$ cat src/logic/dps_pkg.sv
// Shared constants and types for the drive profile state machine and its host end.
`default_nettype none
package dps_pkg;
  // ---------------------------------------------------------------
  // Object dictionary indices
  // ---------------------------------------------------------------
  localparam logic [15:0] IDX_DRIVE_COMMAND_WORD = 16'h6040;
  localparam logic [15:0] IDX_DRIVE_STATE_WORD = 16'h6041;
  localparam logic [15:0] IDX_TARGET_SPEED_RPM = 16'h6042;
  localparam logic [15:0] IDX_SPEED_DEMAND = 16'h6043;
  localparam logic [15:0] IDX_SPEED_ACTUAL = 16'h6044;
  localparam logic [15:0] IDX_ACCEL_RAMP_MS = 16'h604F;
  localparam logic [15:0] IDX_DECEL_TIME_MS = 16'h6050;
  localparam logic [15:0] IDX_OPERATING_MODE_SELECT = 16'h6060;
  localparam logic [15:0] IDX_OPERATING_MODE_READBACK = 16'h6061;
  // ---------------------------------------------------------------
  // Reset values
  // ---------------------------------------------------------------
  localparam logic [15:0] RST_WORD = 16'h0000;
  localparam logic [7:0] RST_MODE = 8'h00;
  // ---------------------------------------------------------------
  // Command word fields and command codes
  // ---------------------------------------------------------------
  localparam int CW_ENABLE_VOLTAGE = 1;
  localparam int CW_QUICK_STOP = 2;
  localparam int CW_ENABLE_OPERATION = 3;
  localparam int CW_MODE_LSB = 4;
  localparam int CW_FAULT_RESET = 7;
  localparam int CW_HALT = 8;
  localparam logic [3:0] CMD_SHUTDOWN = 4'h6;
  localparam logic [3:0] CMD_SWITCH_ON = 4'hE;
  localparam logic [3:0] CMD_SWITCH_ON_ALT = 4'h7;
  localparam logic [3:0] CMD_ENABLE_OP = 4'hF;
  localparam logic [2:0] VL_RUN = 3'h7;
  localparam logic [2:0] VL_HOLD = 3'h5;
  localparam logic [7:0] MODE_VELOCITY = 8'h02;
  // ---------------------------------------------------------------
  // State word fields
  // ---------------------------------------------------------------
  localparam int SW_READY = 0;
  localparam int SW_SWITCHED_ON = 1;
  localparam int SW_OP_ENABLED = 2;
  localparam int SW_FAULT = 3;
  localparam int SW_VOLTAGE = 4;
  localparam int SW_QUICK_STOP = 5;
  localparam int SW_ON_DISABLED = 6;
  localparam int SW_WARNING = 7;
  localparam int SW_REMOTE = 9;
  localparam int SW_TARGET_REACHED = 10;
  // ---------------------------------------------------------------
  // Warning and fault codes
  // ---------------------------------------------------------------
  localparam logic [7:0] CODE_NONE = 8'h00;
  localparam logic [7:0] CODE_COMM_TIMEOUT = 8'h51;
  localparam logic [7:0] CODE_CARD_DISCONNECT = 8'h59;
  localparam logic [7:0] CODE_SYNC_WARNING = 8'h6F;
  localparam logic [7:0] CODE_SYNC_FAULT = 8'hA1;
  // ---------------------------------------------------------------
  // Timing
  // ---------------------------------------------------------------
  localparam int CLK_PERIOD_NS = 10;
  localparam int US_NS = 1000;
  localparam int US_CYCLES = US_NS / CLK_PERIOD_NS;
  localparam int INIT_US = 10;
  localparam int INIT_CYCLES = INIT_US * US_CYCLES;
  localparam int COMM_TIMEOUT_MS = 100;
  localparam int COMM_TIMEOUT_CYCLES = COMM_TIMEOUT_MS * 1000 * US_CYCLES;
  localparam int SYNC_TIMEOUT_MS = 2;
  localparam int SYNC_TIMEOUT_CYCLES = SYNC_TIMEOUT_MS * 1000 * US_CYCLES;
  localparam int SYNC_PERIOD_US = 1000;
  localparam int SYNC_PERIOD_CYCLES = SYNC_PERIOD_US * US_CYCLES;
  // ---------------------------------------------------------------
  // Drive states
  // ---------------------------------------------------------------
  typedef enum logic [3:0] {
    ST_START = 4'h0,
    ST_NOT_READY = 4'h1,
    ST_ON_DISABLED = 4'h2,
    ST_READY = 4'h3,
    ST_SWITCHED_ON = 4'h4,
    ST_OP_ENABLED = 4'h5,
    ST_QUICK_STOP = 4'h6,
    ST_FAULT_REACTION = 4'h7,
    ST_FAULT = 4'h8
  } dps_state_t;
endpackage
`default_nettype wire

$ cat src/logic/dps_link_if.sv
// Object dictionary transport between the host end and the drive end.
`default_nettype none
interface dps_link_if;
  logic req;
  logic we;
  logic [15:0] index;
  logic [15:0] wdata;
  logic ack;
  logic err;
  logic [15:0] rdata;
  logic sync_pulse;

  // Host end issues accesses and sync packets.
  modport host (output req, we, index, wdata, sync_pulse, input ack, err, rdata);
  // Drive end answers accesses.
  modport drive (input req, we, index, wdata, sync_pulse, output ack, err, rdata);
endinterface
`default_nettype wire

$ cat src/logic/dps_drive_end.sv
// Drive end: object dictionary, power state machine, velocity ramp and supervision.
`default_nettype none
module dps_drive_end #(
  parameter int COMM_TIMEOUT_CYCLES = dps_pkg::COMM_TIMEOUT_CYCLES,
  parameter int SYNC_TIMEOUT_CYCLES = dps_pkg::SYNC_TIMEOUT_CYCLES
) (
  input wire logic ref_clk,
  input wire logic resetn,
  dps_link_if.drive link,
  input wire logic card_present,
  input wire logic sync_mode_en,
  input wire logic cmd_src_card,
  input wire logic [15:0] speed_feedback,
  output logic pwm_enable,
  output logic motor_excited,
  output logic [15:0] speed_cmd,
  output logic [3:0] drive_state,
  output logic [7:0] event_code
);
  dps_pkg::dps_state_t state;
  dps_pkg::dps_state_t next_state;
  logic [15:0] drive_command_word;
  logic [15:0] drive_state_word;
  logic [15:0] target_speed_rpm;
  logic [15:0] speed_demand;
  logic [15:0] speed_actual;
  logic [15:0] accel_ramp_ms;
  logic [15:0] decel_time_ms;
  logic [7:0] operating_mode_select;
  logic [7:0] operating_mode_readback;
  logic [15:0] next_rdata;
  logic next_err;
  logic [15:0] next_state_word;
  logic [15:0] next_setpoint;
  logic [15:0] ramp_rate;
  logic [15:0] init_cnt;
  logic [31:0] comm_cnt;
  logic [31:0] sync_cnt;
  logic [7:0] us_cnt;
  logic [15:0] step_cnt;
  logic comm_armed;
  logic comm_timeout_warning;
  logic card_disconnect_warning;
  logic sync_loss_warning;
  logic sync_loss_fault;
  logic fault_reset_prev;
  logic cause_active;
  logic vel_mode;
  logic running;
  logic powered;
  logic away_from_zero;
  logic us_tick;

  assign cause_active = comm_timeout_warning | card_disconnect_warning |
                        sync_loss_warning | sync_loss_fault;
  assign vel_mode = (operating_mode_select == dps_pkg::MODE_VELOCITY);
  assign running = (state == dps_pkg::ST_OP_ENABLED) && vel_mode &&
                   !drive_command_word[dps_pkg::CW_HALT] &&
                   (drive_command_word[6:4] == dps_pkg::VL_RUN);
  assign powered = (state == dps_pkg::ST_SWITCHED_ON) || (state == dps_pkg::ST_OP_ENABLED) ||
                   (state == dps_pkg::ST_QUICK_STOP) || (state == dps_pkg::ST_FAULT_REACTION);
  assign us_tick = (us_cnt == 8'(dps_pkg::US_CYCLES - 1));

  // ---------------------------------------------------------------
  // Object dictionary access
  // ---------------------------------------------------------------
  // Read data and error decode for the addressed object.
  always_comb
  begin
    next_rdata = dps_pkg::RST_WORD;
    next_err = 1'b0;
    unique case (link.index)
      dps_pkg::IDX_DRIVE_COMMAND_WORD: next_rdata = drive_command_word;
      dps_pkg::IDX_DRIVE_STATE_WORD:
      begin
        next_rdata = drive_state_word;
        next_err = link.we;
      end
      dps_pkg::IDX_TARGET_SPEED_RPM: next_rdata = target_speed_rpm;
      dps_pkg::IDX_SPEED_DEMAND:
      begin
        next_rdata = speed_demand;
        next_err = link.we;
      end
      dps_pkg::IDX_SPEED_ACTUAL:
      begin
        next_rdata = speed_actual;
        next_err = link.we;
      end
      dps_pkg::IDX_ACCEL_RAMP_MS: next_rdata = accel_ramp_ms;
      dps_pkg::IDX_DECEL_TIME_MS: next_rdata = decel_time_ms;
      dps_pkg::IDX_OPERATING_MODE_SELECT:
        next_rdata = {{8{operating_mode_select[7]}}, operating_mode_select};
      dps_pkg::IDX_OPERATING_MODE_READBACK:
      begin
        next_rdata = {{8{operating_mode_readback[7]}}, operating_mode_readback};
        next_err = link.we;
      end
      default: next_err = 1'b1;
    endcase
  end

  // Answer every access one cycle after it is taken.
  always_ff @(posedge ref_clk or negedge resetn)
  begin
    if (!resetn)
    begin
      link.ack <= 1'b0;
      link.err <= 1'b0;
      link.rdata <= dps_pkg::RST_WORD;
    end
    else
    begin
      link.ack <= link.req;
      link.err <= link.req & next_err;
      if (link.req)
        link.rdata <= next_rdata;
    end
  end

  // Writable objects; read-only and unknown indices are left untouched.
  // command path
  always_ff @(posedge ref_clk or negedge resetn)
  begin
    if (!resetn)
    begin
      drive_command_word <= dps_pkg::RST_WORD;
      target_speed_rpm <= dps_pkg::RST_WORD;
      accel_ramp_ms <= dps_pkg::RST_WORD;
      decel_time_ms <= dps_pkg::RST_WORD;
      operating_mode_select <= dps_pkg::RST_MODE;
    end
    else if (link.req && link.we)
    begin
      unique case (link.index)
        dps_pkg::IDX_DRIVE_COMMAND_WORD: drive_command_word <= link.wdata;
        dps_pkg::IDX_TARGET_SPEED_RPM: target_speed_rpm <= link.wdata;
        dps_pkg::IDX_ACCEL_RAMP_MS: accel_ramp_ms <= link.wdata;
        dps_pkg::IDX_DECEL_TIME_MS: decel_time_ms <= link.wdata;
        dps_pkg::IDX_OPERATING_MODE_SELECT: operating_mode_select <= link.wdata[7:0];
        default: ;
      endcase
    end
  end

  // ---------------------------------------------------------------
  // Supervision
  // ---------------------------------------------------------------
  // access watchdog
  always_ff @(posedge ref_clk or negedge resetn)
  begin
    if (!resetn)
    begin
      comm_armed <= 1'b0;
      comm_cnt <= 32'h0000_0000;
      comm_timeout_warning <= 1'b0;
    end
    else if (link.req)
    begin
      comm_armed <= 1'b1;
      comm_cnt <= 32'h0000_0000;
      comm_timeout_warning <= 1'b0;
    end
    else if (comm_armed && !comm_timeout_warning)
    begin
      comm_cnt <= comm_cnt + 32'h0000_0001;
      comm_timeout_warning <= (comm_cnt == 32'(COMM_TIMEOUT_CYCLES - 1));
    end
  end

  always_ff @(posedge ref_clk or negedge resetn)
  begin
    if (!resetn)
    begin
      sync_cnt <= 32'h0000_0000;
      sync_loss_warning <= 1'b0;
      sync_loss_fault <= 1'b0;
    end
    else if (!sync_mode_en || link.sync_pulse)
    begin
      sync_cnt <= 32'h0000_0000;
      sync_loss_warning <= 1'b0;
      sync_loss_fault <= 1'b0;
    end
    else if (sync_cnt == 32'(SYNC_TIMEOUT_CYCLES - 1))
    begin
      sync_loss_warning <= !cmd_src_card;
      sync_loss_fault <= cmd_src_card;
    end
    else
      sync_cnt <= sync_cnt + 32'h0000_0001;
  end

  always_ff @(posedge ref_clk or negedge resetn)
  begin
    if (!resetn)
      card_disconnect_warning <= 1'b0;
    else
      card_disconnect_warning <= !card_present;
  end

  // ---------------------------------------------------------------
  // Power state machine
  // ---------------------------------------------------------------
  // Next state from the command word and the supervision causes.
  always_comb
  begin
    next_state = state;
    unique case (state)
      dps_pkg::ST_START: next_state = dps_pkg::ST_NOT_READY;
      dps_pkg::ST_NOT_READY:
        if (init_cnt == 16'(dps_pkg::INIT_CYCLES - 1))
          next_state = dps_pkg::ST_ON_DISABLED;
      dps_pkg::ST_ON_DISABLED:
        if (drive_command_word[3:0] == dps_pkg::CMD_SHUTDOWN)
          next_state = dps_pkg::ST_READY;
      dps_pkg::ST_READY:
        if (!drive_command_word[dps_pkg::CW_ENABLE_VOLTAGE])
          next_state = dps_pkg::ST_ON_DISABLED;
        else if (drive_command_word[3:0] == dps_pkg::CMD_SWITCH_ON ||
                 drive_command_word[3:0] == dps_pkg::CMD_SWITCH_ON_ALT)
          next_state = dps_pkg::ST_SWITCHED_ON;
        else if (drive_command_word[3:0] == dps_pkg::CMD_ENABLE_OP)
          next_state = dps_pkg::ST_OP_ENABLED;
      dps_pkg::ST_SWITCHED_ON:
        if (!drive_command_word[dps_pkg::CW_ENABLE_VOLTAGE] ||
            !drive_command_word[dps_pkg::CW_QUICK_STOP])
          next_state = dps_pkg::ST_ON_DISABLED;
        else if (drive_command_word[3:0] == dps_pkg::CMD_SHUTDOWN)
          next_state = dps_pkg::ST_READY;
        else if (drive_command_word[3:0] == dps_pkg::CMD_ENABLE_OP)
          next_state = dps_pkg::ST_OP_ENABLED;
      dps_pkg::ST_OP_ENABLED:
        if (!drive_command_word[dps_pkg::CW_ENABLE_VOLTAGE])
          next_state = dps_pkg::ST_ON_DISABLED;
        else if (!drive_command_word[dps_pkg::CW_QUICK_STOP])
          next_state = dps_pkg::ST_QUICK_STOP;
        else if (drive_command_word[3:0] == dps_pkg::CMD_SHUTDOWN)
          next_state = dps_pkg::ST_READY;
        else if (drive_command_word[3:0] == dps_pkg::CMD_SWITCH_ON ||
                 drive_command_word[3:0] == dps_pkg::CMD_SWITCH_ON_ALT)
          next_state = dps_pkg::ST_SWITCHED_ON;
      dps_pkg::ST_QUICK_STOP:
        if (!drive_command_word[dps_pkg::CW_ENABLE_VOLTAGE])
          next_state = dps_pkg::ST_ON_DISABLED;
      dps_pkg::ST_FAULT_REACTION:
        if (speed_demand == dps_pkg::RST_WORD)
          next_state = dps_pkg::ST_FAULT;
      dps_pkg::ST_FAULT:
        if (drive_command_word[dps_pkg::CW_FAULT_RESET] && !fault_reset_prev && !cause_active)
          next_state = dps_pkg::ST_ON_DISABLED;
      default: next_state = dps_pkg::ST_FAULT;
    endcase
    if (cause_active && state != dps_pkg::ST_START && state != dps_pkg::ST_NOT_READY &&
        state != dps_pkg::ST_FAULT_REACTION && state != dps_pkg::ST_FAULT)
      next_state = dps_pkg::ST_FAULT_REACTION;
  end

  always_ff @(posedge ref_clk or negedge resetn)
  begin
    if (!resetn)
    begin
      state <= dps_pkg::ST_START;
      init_cnt <= 16'h0000;
      fault_reset_prev <= 1'b0;
    end
    else
    begin
      state <= next_state;
      fault_reset_prev <= drive_command_word[dps_pkg::CW_FAULT_RESET];
      if (state == dps_pkg::ST_NOT_READY)
        init_cnt <= init_cnt + 16'h0001;
    end
  end

  // ---------------------------------------------------------------
  // Velocity ramp
  // ---------------------------------------------------------------
  // Setpoint: only operation enabled in velocity mode takes a reference.
  always_comb
  begin
    next_setpoint = dps_pkg::RST_WORD;
    if (state == dps_pkg::ST_OP_ENABLED && vel_mode && !drive_command_word[dps_pkg::CW_HALT])
    begin
      if (drive_command_word[6:4] == dps_pkg::VL_RUN)
        next_setpoint = target_speed_rpm;
      else if (drive_command_word[6:4] == dps_pkg::VL_HOLD)
        next_setpoint = speed_demand;
    end
    away_from_zero = ($signed(speed_demand) >= 0 && $signed(next_setpoint) > $signed(speed_demand)) ||
                     ($signed(speed_demand) <= 0 && $signed(next_setpoint) < $signed(speed_demand));
    ramp_rate = away_from_zero ? accel_ramp_ms : decel_time_ms;
  end

  // One RPM step every ramp-time plus one microseconds, so 1000 RPM take the ramp time plus 1 ms.
  always_ff @(posedge ref_clk or negedge resetn)
  begin
    if (!resetn)
    begin
      us_cnt <= 8'h00;
      step_cnt <= 16'h0000;
      speed_demand <= dps_pkg::RST_WORD;
    end
    else
    begin
      us_cnt <= us_tick ? 8'h00 : us_cnt + 8'h01;
      if (!powered || speed_demand == next_setpoint)
      begin
        step_cnt <= 16'h0000;
        if (!powered)
          speed_demand <= dps_pkg::RST_WORD;
      end
      else if (us_tick)
      begin
        if (step_cnt >= ramp_rate)
        begin
          step_cnt <= 16'h0000;
          if ($signed(next_setpoint) > $signed(speed_demand))
            speed_demand <= speed_demand + 16'h0001;
          else
            speed_demand <= speed_demand - 16'h0001;
        end
        else
          step_cnt <= step_cnt + 16'h0001;
      end
    end
  end

  // ---------------------------------------------------------------
  // State word and outputs
  // ---------------------------------------------------------------
  // state word
  always_comb
  begin
    next_state_word = dps_pkg::RST_WORD;
    next_state_word[dps_pkg::SW_REMOTE] = 1'b1;
    next_state_word[dps_pkg::SW_WARNING] = cause_active;
    next_state_word[dps_pkg::SW_TARGET_REACHED] = running && (speed_demand == target_speed_rpm);
    unique case (state)
      dps_pkg::ST_ON_DISABLED: next_state_word[dps_pkg::SW_ON_DISABLED] = 1'b1;
      dps_pkg::ST_READY: next_state_word[5:0] = 6'h31;
      dps_pkg::ST_SWITCHED_ON: next_state_word[5:0] = 6'h33;
      dps_pkg::ST_OP_ENABLED: next_state_word[5:0] = 6'h37;
      dps_pkg::ST_QUICK_STOP: next_state_word[5:0] = 6'h17;
      dps_pkg::ST_FAULT_REACTION: next_state_word[5:0] = 6'h1F;
      dps_pkg::ST_FAULT: next_state_word[dps_pkg::SW_FAULT] = 1'b1;
      default: ;
    endcase
  end

  // Registered outputs and observed values.
  always_ff @(posedge ref_clk or negedge resetn)
  begin
    if (!resetn)
    begin
      drive_state_word <= dps_pkg::RST_WORD;
      speed_actual <= dps_pkg::RST_WORD;
      operating_mode_readback <= dps_pkg::RST_MODE;
      pwm_enable <= 1'b0;
      motor_excited <= 1'b0;
      speed_cmd <= dps_pkg::RST_WORD;
      drive_state <= 4'h0;
      event_code <= dps_pkg::CODE_NONE;
    end
    else
    begin
      drive_state_word <= next_state_word;
      speed_actual <= speed_feedback;
      operating_mode_readback <= operating_mode_select;
      pwm_enable <= powered;
      motor_excited <= powered;
      speed_cmd <= speed_demand;
      drive_state <= state;
      if (sync_loss_fault)
        event_code <= dps_pkg::CODE_SYNC_FAULT;
      else if (sync_loss_warning)
        event_code <= dps_pkg::CODE_SYNC_WARNING;
      else if (card_disconnect_warning)
        event_code <= dps_pkg::CODE_CARD_DISCONNECT;
      else if (comm_timeout_warning)
        event_code <= dps_pkg::CODE_COMM_TIMEOUT;
      else
        event_code <= dps_pkg::CODE_NONE;
    end
  end
endmodule // dps_drive_end
`default_nettype wire

$ cat src/flat_wrapper.sv
// flat-port wrapper written by rule: the top's interface ports become plain ports
module dps_drive_end_flat 
#(
  parameter int COMM_TIMEOUT_CYCLES = dps_pkg::COMM_TIMEOUT_CYCLES,
  parameter int SYNC_TIMEOUT_CYCLES = dps_pkg::SYNC_TIMEOUT_CYCLES
)
  (ref_clk, resetn, card_present, sync_mode_en, cmd_src_card, speed_feedback, pwm_enable, motor_excited, speed_cmd, drive_state, event_code, link_req, link_we, link_index, link_wdata, link_sync_pulse, link_ack, link_err, link_rdata);
  dps_link_if link_i ();
  input wire logic ref_clk;
  input wire logic resetn;
  input wire logic card_present;
  input wire logic sync_mode_en;
  input wire logic cmd_src_card;
  input wire logic [15:0] speed_feedback;
  output logic pwm_enable;
  output logic motor_excited;
  output logic [15:0] speed_cmd;
  output logic [3:0] drive_state;
  output logic [7:0] event_code;
  input wire logic [$bits(link_i.req)-1:0] link_req;
  input wire logic [$bits(link_i.we)-1:0] link_we;
  input wire logic [$bits(link_i.index)-1:0] link_index;
  input wire logic [$bits(link_i.wdata)-1:0] link_wdata;
  input wire logic [$bits(link_i.sync_pulse)-1:0] link_sync_pulse;
  output wire logic [$bits(link_i.ack)-1:0] link_ack;
  output wire logic [$bits(link_i.err)-1:0] link_err;
  output wire logic [$bits(link_i.rdata)-1:0] link_rdata;
  assign link_i.req = link_req;
  assign link_i.we = link_we;
  assign link_i.index = link_index;
  assign link_i.wdata = link_wdata;
  assign link_i.sync_pulse = link_sync_pulse;
  assign link_ack = link_i.ack;
  assign link_err = link_i.err;
  assign link_rdata = link_i.rdata;
  dps_drive_end #(.COMM_TIMEOUT_CYCLES(COMM_TIMEOUT_CYCLES), .SYNC_TIMEOUT_CYCLES(SYNC_TIMEOUT_CYCLES)) u_core (.ref_clk(ref_clk), .resetn(resetn), .link(link_i), .card_present(card_present), .sync_mode_en(sync_mode_en), .cmd_src_card(cmd_src_card), .speed_feedback(speed_feedback), .pwm_enable(pwm_enable), .motor_excited(motor_excited), .speed_cmd(speed_cmd), .drive_state(drive_state), .event_code(event_code));
endmodule
$ cat config.mk
export PLATFORM = sky130hd
export DESIGN_NAME = dps_drive_end_flat
export DESIGN_NICKNAME = d
export VERILOG_FILES = /design/src/logic/dps_pkg.sv /design/src/logic/dps_link_if.sv /design/src/logic/dps_drive_end.sv /design/src/flat_wrapper.sv
export SDC_FILE = /design/constraint.sdc
export NUM_CORES = 1
export LEC_CHECK = 0
export BUFFER_PORTS_ARGS = -buffer_cell sky130_fd_sc_hd__clkbuf_2
export CAP_MARGIN = 30
export CORE_MARGIN = 1
export CORE_UTILIZATION = 61
export CTS_CLUSTER_SIZE = 10
export DETAILED_ROUTE_END_ITERATION = 8
export PLACE_DENSITY = 0.79
export SLEW_MARGIN = 20
export SYNTH_ARGS = -nofsm -noshare
export SYNTH_HDL_FRONTEND = slang
export SYNTH_SLANG_ARGS = --single-unit
export TNS_END_PERCENT = 5
$ cat constraint.sdc
create_clock -name ref_clk -period 6.3 [get_ports ref_clk]
set_input_delay 0.63 -clock ref_clk [delete_from_list [all_inputs] [get_ports ref_clk]]
set_output_delay 0.63 -clock ref_clk [all_outputs]
set_load 0.1 [all_outputs]
==> results of run 1 <==
[kinds of logic after synthesis]
| family | count (synthesis) |
|---|---|
| buffers and inverters | 99 |
| other | 1 |
| xor gates and xnor gates | 106 |
| AOI/OAI and AO/OA | 249 |
| DFF | 282 |
| and+or+nand+nor | 454 |
| adders and majority gates | 56 |
| muxes | 106 |
[per-stage QoR]
stage / std cells / setup slack [ns] / power [mW] / utilization (%)
global placement: 1727 / 0.887 / 1.99 / 66.4
global route: 1779 / 0.201 / 3.78 / 70.9
CTS: 1776 / 0.657 / 3.70 / 70.7
finish: 1779 / 0.606 / 3.68 / 70.9
floorplan: 1353 / 1.20 / 1.92 / -
detailed placement: 1733 / 0.719 / 2.00 / 66.7
[layout by cell type, fill, tap and decap left out, drive strengths merged, types with 46 or more instances in the layout]
master / Yosys / layout
a21oi: 46 / 46
xor2: 60 / 60
a22oi: 47 / 47
o21ai: 55 / 55
mux2: 86 / 86
xnor2: 46 / 46
nand2: 87 / 87
nand3: 54 / 54
clkbuf: 41 / 143
inv: 44 / 46
dfrtp: 282 / 282
ha: 55 / 55
nor2: 129 / 129
[flip-flops by register name (all words and copies together), names as in the netlist, 10 cells and up]
| signal | count |
|---|---|
| u_core.accel_ramp_ms | 16 |
| u_core.comm_cnt | 32 |
| u_core.decel_time_ms | 16 |
| u_core.drive_command_word | 16 |
| u_core.drive_state_word | 10 |
| u_core.init_cnt | 16 |
| u_core.link.rdata | 16 |
| u_core.speed_actual | 16 |
| u_core.speed_cmd | 16 |
| u_core.speed_demand | 16 |
| u_core.step_cnt | 16 |
| u_core.sync_cnt | 32 |
| u_core.target_speed_rpm | 16 |
[worst max path at each step]
stage                                     endpoint
2_1_floorplan  u_core.speed_demand[13]$_DFFE_PN0P_
3_3_place_gp   u_core.speed_demand[13]$_DFFE_PN0P_
3_5_place_dp   u_core.speed_demand[13]$_DFFE_PN0P_
4_1_cts         u_core.speed_demand[7]$_DFFE_PN0P_
5_1_grt        u_core.speed_demand[13]$_DFFE_PN0P_
6_report        u_core.speed_demand[7]$_DFFE_PN0P_
[where the power goes]
group	switching, mW	internal (mW)
clock network	0.717	0.994
registers	0.00773	1.83
logic	0.103	0.0298
[metal layers]
| layer | track usage [%] | up-vias | wire length, µm |
|---|---|---|---|
| li1 | - | 5117 | - |
| met1 | 41.9 | 5492 | 15200 |
| met2 | 46.4 | 488 | 16000 |
| met3 | 5.97 | 104 | 2700 |
| met4 | 12.4 | 0 | 1360 |
| met5 | 0 | - | 0 |
[layout make-up]
| cell class | instances | area share [%] |
|---|---|---|
| timing repair buffer | 124 | 4.57 |
| tap | 313 | 2.41 |
| inverter | 45 | 1.05 |
| multi-input combinational | 972 | 42.8 |
| clock inverter | 3 | 0.208 |
| clock buffer | 40 | 5.50 |
| sequential | 282 | 43.4 |
==> results.md, run 1 <==
* Pwr/cell area at 226 mW/mm²
* CP peak stage delay at 0.64 ns
* First-pass GRT wire length at 57200 µm
* Top cells by count, synth: dfrtp_1 (282), nor2_1 (125), nand2_1 (87)
* Crit share post-route at 90.4%
* Area delta synth->final at 12.8%
* Post-Route Hold Slack at 0.0493 ns
* FF-to-FF setup slack at 0.61 ns
* Worst IR Drop VDD at 0.192 mV
* Final hold vios at 0
* Clock-pin slew on the worst setup and hold paths at 0.05 ns
* Die height at 156 µm
* Drt drc at 0
* Vias/cell at 6.30
* Synth Register Bits at 282
* Design area at 0.0163 mm²
* Max frequency at 0.176 GHz
* Initial antenna violation count at 0
* Skew final at 0.0181 ns
* Wire length per cell at 19.8 µm
* Top Ports at 104
* Largest net degree at the start of global routing at 146
* Classification of the worst setup path: reg -> reg
* Slowest cell on the critical path: dfrtp_1
* Critical Path Stages at 23
* Clock sinks at 282
* RSZ-0062 raised after global routing: no
* Vias in the first global route at 10819
* Pleak at 7.30 nW
* FP Rows at 55
* Slew @ Worst Pin at 0.958 ns
* Root Buffer: clkbuf_16
* Sequential-to-total area share from yosys stat at 49.0%
* Resized cells post-CTS at 0
* Critical Path Start: u_core.state[2]$_DFFE_PN0P_
* Worst R2R Start: u_core.state[2]$_DFFE_PN0P_
* Status: finished, final reports clean
* Top-count cell post-synth: dfrtp_1
* Top post-synthesis cells by area: dfrtp_1 (49%), mux2_2 (5.9%), ha_1 (4.8%)
* Crit Path Max Fanout at 20
* Crit path max-delay family: compound AO/OA/AOI/OAI gates
* Yosys top cell area share at 49.0%
* Final TNS setup at 0 ns
* Antenna Nets Post-Route at 0
* Mapped Cells at 1353
* Count of different cell masters after synthesis at 74
* CTS tree: yes
* Fin crit period at 5.69 ns
* Worst path cell trace: nand2b_1 -> nor3_1 -> nand4_1 -> buf_4 -> or2_2 -> ha_1 -> nor2b_1 -> o211ai_1 -> a2111o_1 -> a32oi_2 -> nor3_1 -> a21oi_2 -> buf_4 -> mux2i_1 -> ha_1 -> a2111oi_0 -> o21ai_0 -> a211oi_1 -> nor2_1 -> a21oi_1 -> buf_4 -> nor2_1 -> a22o_1
* Avg Cell Area, Syn at 10.7 µm²
* Via count at 11201
* Number of max-cap violations at 0
* Worst reg2reg endpoint: u_core.speed_demand[7]$_DFFE_PN0P_
* Buffers on Ports at 103
* Diodes inserted at 0
* Share of flip-flops with an asynchronous set or reset at 100%
* DP HPWL at 24500 µm
* Ys flop type: dfrtp_1
* Hold_buf cts at 0
* Routed Wire Length at 35300 µm
* Adder-Cell Fraction of Synth Area at 4.91%
* Synth Area in Compound Gates at 11.8%
* Total die area at 0.0242 mm²
* CP startpoint kind: register
* Tot GR Track Use at 30.1%
* Clock Path Buffers at 3
* Syn Nets at 1465
* Core ar. at 0.0229 mm²
* Synth Area in XOR/XNOR at 6.44%
* Post-synth EDFFs at 0
* Die width at 156 µm
* Warnings, synthesis at 0
* Most used cell, CP: buf_4
* Placement-stage cell area at 0.0153 mm²
* CTS H-tree lvls at 2
* Worst path buffer plus inverter count at 3
* Worst path arrival time at 6.08 ns
* Starting density of the core at 62.9%
* Share of layout cells above drive strength 1 at 18.7%
* Initial DRC Count at 1216
* Data required, critical path at 6.68 ns
* Sequential cell area at 0.00706 mm²
* Critical Path End Type: register
* Largest family of logic cells by synthesized area: simple AND/OR/NAND/NOR gates
* Simple-Gate Fraction of Synth Area at 16.6%
* Largest area contributor in the netlist: dfrtp_1
* # fillers at 1689
* Placer congestion estimate at 0.898
* Grt ovf at 0
* Setup violations, final at 0
* Area of the multi-input gates at 0.00696 mm²
* Min-Delay Path Class: in -> async
* Number of post-CTS setup repair buffers at 0
* Post-synthesis instance area at 0.0144 mm²
* Max Slew Vio Count at 0
* Inserted Clock Buffers at 34
* Multiplexer share of the synthesized area at 8.37%
* Worst r2r path cells at 23
* TritonRoute pass-1 iters at 6
* Relative slew slack at 36.1%
* Nets@finish at 1571
* Worst skew pair latency at 0.52 ns
Note: power is estimated with default switching activity, not from simulation.
==> inputs of run 2 (changes only) <==
Settings changed: CORE_UTILIZATION 61 to 25, PLACE_DENSITY 0.79 to 0.38.
==> run 2 against run 1 <==
Critical path depth shrank 1. Cell count grew 26%. Maximum frequency decreased by 0.24%. Global-route usage decreased by 15 points. Critical endpoint is now u_core.speed_demand[13]$_DFFE_PN0P_. Total power up 12%. Sequential power hardly changed. Largest power group is now the clock network.
==> results.md, run 2 (synthesized netlist as in run 1, its figures left out) <==
* Die height at 242 µm (was 156 µm)
* Crit share post-route at 90.6% (was 90.4%)
* Diodes inserted at 0 (unchanged)
* Clock sinks at 282 (unchanged)
* Most frequent cells in the layout: dfrtp_1 (282), nor2_1 (124), clkbuf_2 (102) (was dfrtp_1 (282), nor2_1 (124), clkbuf_2 (103))
* Worst r2r path cells at 22 (was 23)
* Hold_buf cts at 0 (unchanged)
* Routed Wire Length at 43300 µm (was 35300 µm)
* Setup violations, final at 0 (unchanged)
* FP Rows at 87 (was 55)
* Max frequency at 0.175 GHz (was 0.176 GHz)
* Nets@finish at 1582 (was 1571)
* Pwr/cell area at 240 mW/mm² (was 226 mW/mm²)
* CTS H-tree lvls at 2 (unchanged)
* Antenna Nets Post-Route at 0 (unchanged)
* Clock Path Buffers at 3 (unchanged)
* Inserted Clock Buffers at 38 (was 34)
* Critical Path End Type: register (unchanged)
* Initial DRC Count at 737 (was 1216)
* Placer congestion estimate at 0.792 (was 0.898)
* CP startpoint kind: register (unchanged)
* Tot GR Track Use at 15.0% (was 30.1%)
* Crit Path Max Fanout at 20 (unchanged)
* Final TNS setup at 0 ns (unchanged)
* Resized cells post-CTS at 0 (unchanged)
* Root Buffer: clkbuf_16 (unchanged)
* FF-to-FF setup slack at 0.59 ns (was 0.61 ns)
* Via count at 10811 (was 11201)
* Relative slew slack at 37.8% (was 36.1%)
* CTS tree: yes (unchanged)
* Skew final at 0.0257 ns (was 0.0181 ns)
* RSZ-0062 raised after global routing: no (unchanged)
* Grt ovf at 0 (unchanged)
* Share of layout cells above drive strength 1 at 19.9% (was 18.7%)
* Commonest non-fill, non-tap cell in the layout: dfrtp_1 (unchanged)
* Min-Delay Path Class: in -> async (unchanged)
* Core ar. at 0.0567 mm² (was 0.0229 mm²)
* Buffers on Ports at 103 (unchanged)
* Number of max-cap violations at 0 (unchanged)
* Top Ports at 104 (unchanged)
* First-pass GRT wire length at 68300 µm (was 57200 µm)
* Slew @ Worst Pin at 0.932 ns (was 0.958 ns)
* Final hold vios at 0 (unchanged)
* Post-Route Hold Slack at 0.0784 ns (was 0.0493 ns)
* Top flop regs: u_core.comm_cnt: 32 flops, u_core.sync_cnt: 32 flops (unchanged)
* Vias in the first global route at 11111 (was 10819)
* Number of post-CTS setup repair buffers at 0 (unchanged)
* Worst R2R Start: u_core.state[1]$_DFFE_PN0P_ (was u_core.state[2]$_DFFE_PN0P_)
* Fin crit period at 5.71 ns (was 5.69 ns)
* Initial antenna violation count at 1 (was 0)
* Largest net degree at the start of global routing at 130 (was 146)
* Drt drc at 0 (unchanged)
* Classification of the worst setup path: reg -> reg (unchanged)
* Status: finished, final reports clean (unchanged)
* Vias/cell at 4.81 (was 6.30)
* Worst path arrival time at 6.15 ns (was 6.08 ns)
* Data required, critical path at 6.74 ns (was 6.68 ns)
* Final Core Density at 30.2% (was 70.9%)
* Worst skew pair latency at 0.57 ns (was 0.52 ns)
* DP HPWL at 30700 µm (was 24500 µm)
* Pleak at 7.46 nW (was 7.30 nW)
* Area delta synth->final at 19.0% (was 12.8%)
* Starting density of the core at 25.4% (was 62.9%)
* Critical Path Start: u_core.state[1]$_DFFE_PN0P_ (was u_core.state[2]$_DFFE_PN0P_)
* Wire length per cell at 19.3 µm (was 19.8 µm)
* Total die area at 0.0586 mm² (was 0.0242 mm²)
* Clock-pin slew on the worst setup and hold paths at 0.05 ns (about the same)
* Die width at 242 µm (was 156 µm)
* Worst reg2reg endpoint: u_core.speed_demand[13]$_DFFE_PN0P_ (was u_core.speed_demand[7]$_DFFE_PN0P_)
* Worst IR Drop VDD at 0.152 mV (was 0.192 mV)
* TritonRoute pass-1 iters at 5 (was 6)
* Max Slew Vio Count at 0 (unchanged)
[run 2: cell types whose count changed in the layout (fill, tap and decap cells not counted), sizes merged]
cell	delta
clkbuf	+11
buf	+8
clkinv	+5
bufinv	+3
inv	-2
[run 2: worst max path at each step]
stage | endpoint | cells after the start | slack [ns]
global placement | u_core.speed_demand[13]$_DFFE_PN0P_ | 22 | 0.58
global route | u_core.speed_demand[13]$_DFFE_PN0P_ | 21 | 0.005
detailed placement | u_core.speed_demand[13]$_DFFE_PN0P_ | 22 | 0.57
CTS | u_core.speed_demand[13]$_DFFE_PN0P_ | 22 | 0.56
finish | u_core.speed_demand[13]$_DFFE_PN0P_ | 22 | 0.59
floorplan | u_core.speed_demand[13]$_DFFE_PN0P_ | 22 | 1.20
[run 2: metrics by stage]
step           total power, mW  cell area, µm²  instances  worst slack (ns)
6_report                  4.11           17100       2247             0.592
5_1_grt                   4.28           17100       2247           0.00479
4_1_cts                   4.20           17100       2244             0.561
3_5_place_dp              2.01           15900       2183             0.575
3_3_place_gp              2.01           15900       2182             0.577
2_1_floorplan             1.92           14400       1353              1.20
[run 2: report_power, final]
group	total, mW	switching (mW)	internal [mW]
clock	2.14	0.849	1.29
combinational	0.139	0.109	0.0299
sequential	1.83	0.00794	1.82
[run 2: critical path, cell delays in order (launching register included)]
cell and delay [ns]:
dfrtp_1 0.51, nor2b_1 0.35, nand4_1 0.18, buf_4 0.23, or2_2 0.30, ha_1 0.17, nor2b_1 0.10, o211ai_1 0.09
a2111o_1 0.40, a32oi_2 0.34, nor3_1 0.11, a21oi_2 0.43, buf_4 0.27, mux2i_1 0.20, ha_1 0.26, a211oi_1 0.27
o21ai_0 0.13, a211oi_1 0.26, nor2_1 0.20, a21oi_1 0.19, buf_4 0.26, nor2_1 0.10, a22o_1 0.23
[run 2: metal layers]
metal	track usage, %	up-vias	share of wire [%]
li1	-	5161	-
met1	21.6	5379	49
met2	22.9	223	45
met3	2.90	46	4.3
met4	3.57	2	1.7
met5	0	-	0.039
[run 2: cell type report]
class	count	area [µm²]
inverters	45	170
clock inverters	9	168
well taps	756	946
fillers	5906	39600
flip-flops and latches	282	7060
multi-input cells	972	6980
clock buffers	52	1050
repair buffers	131	769
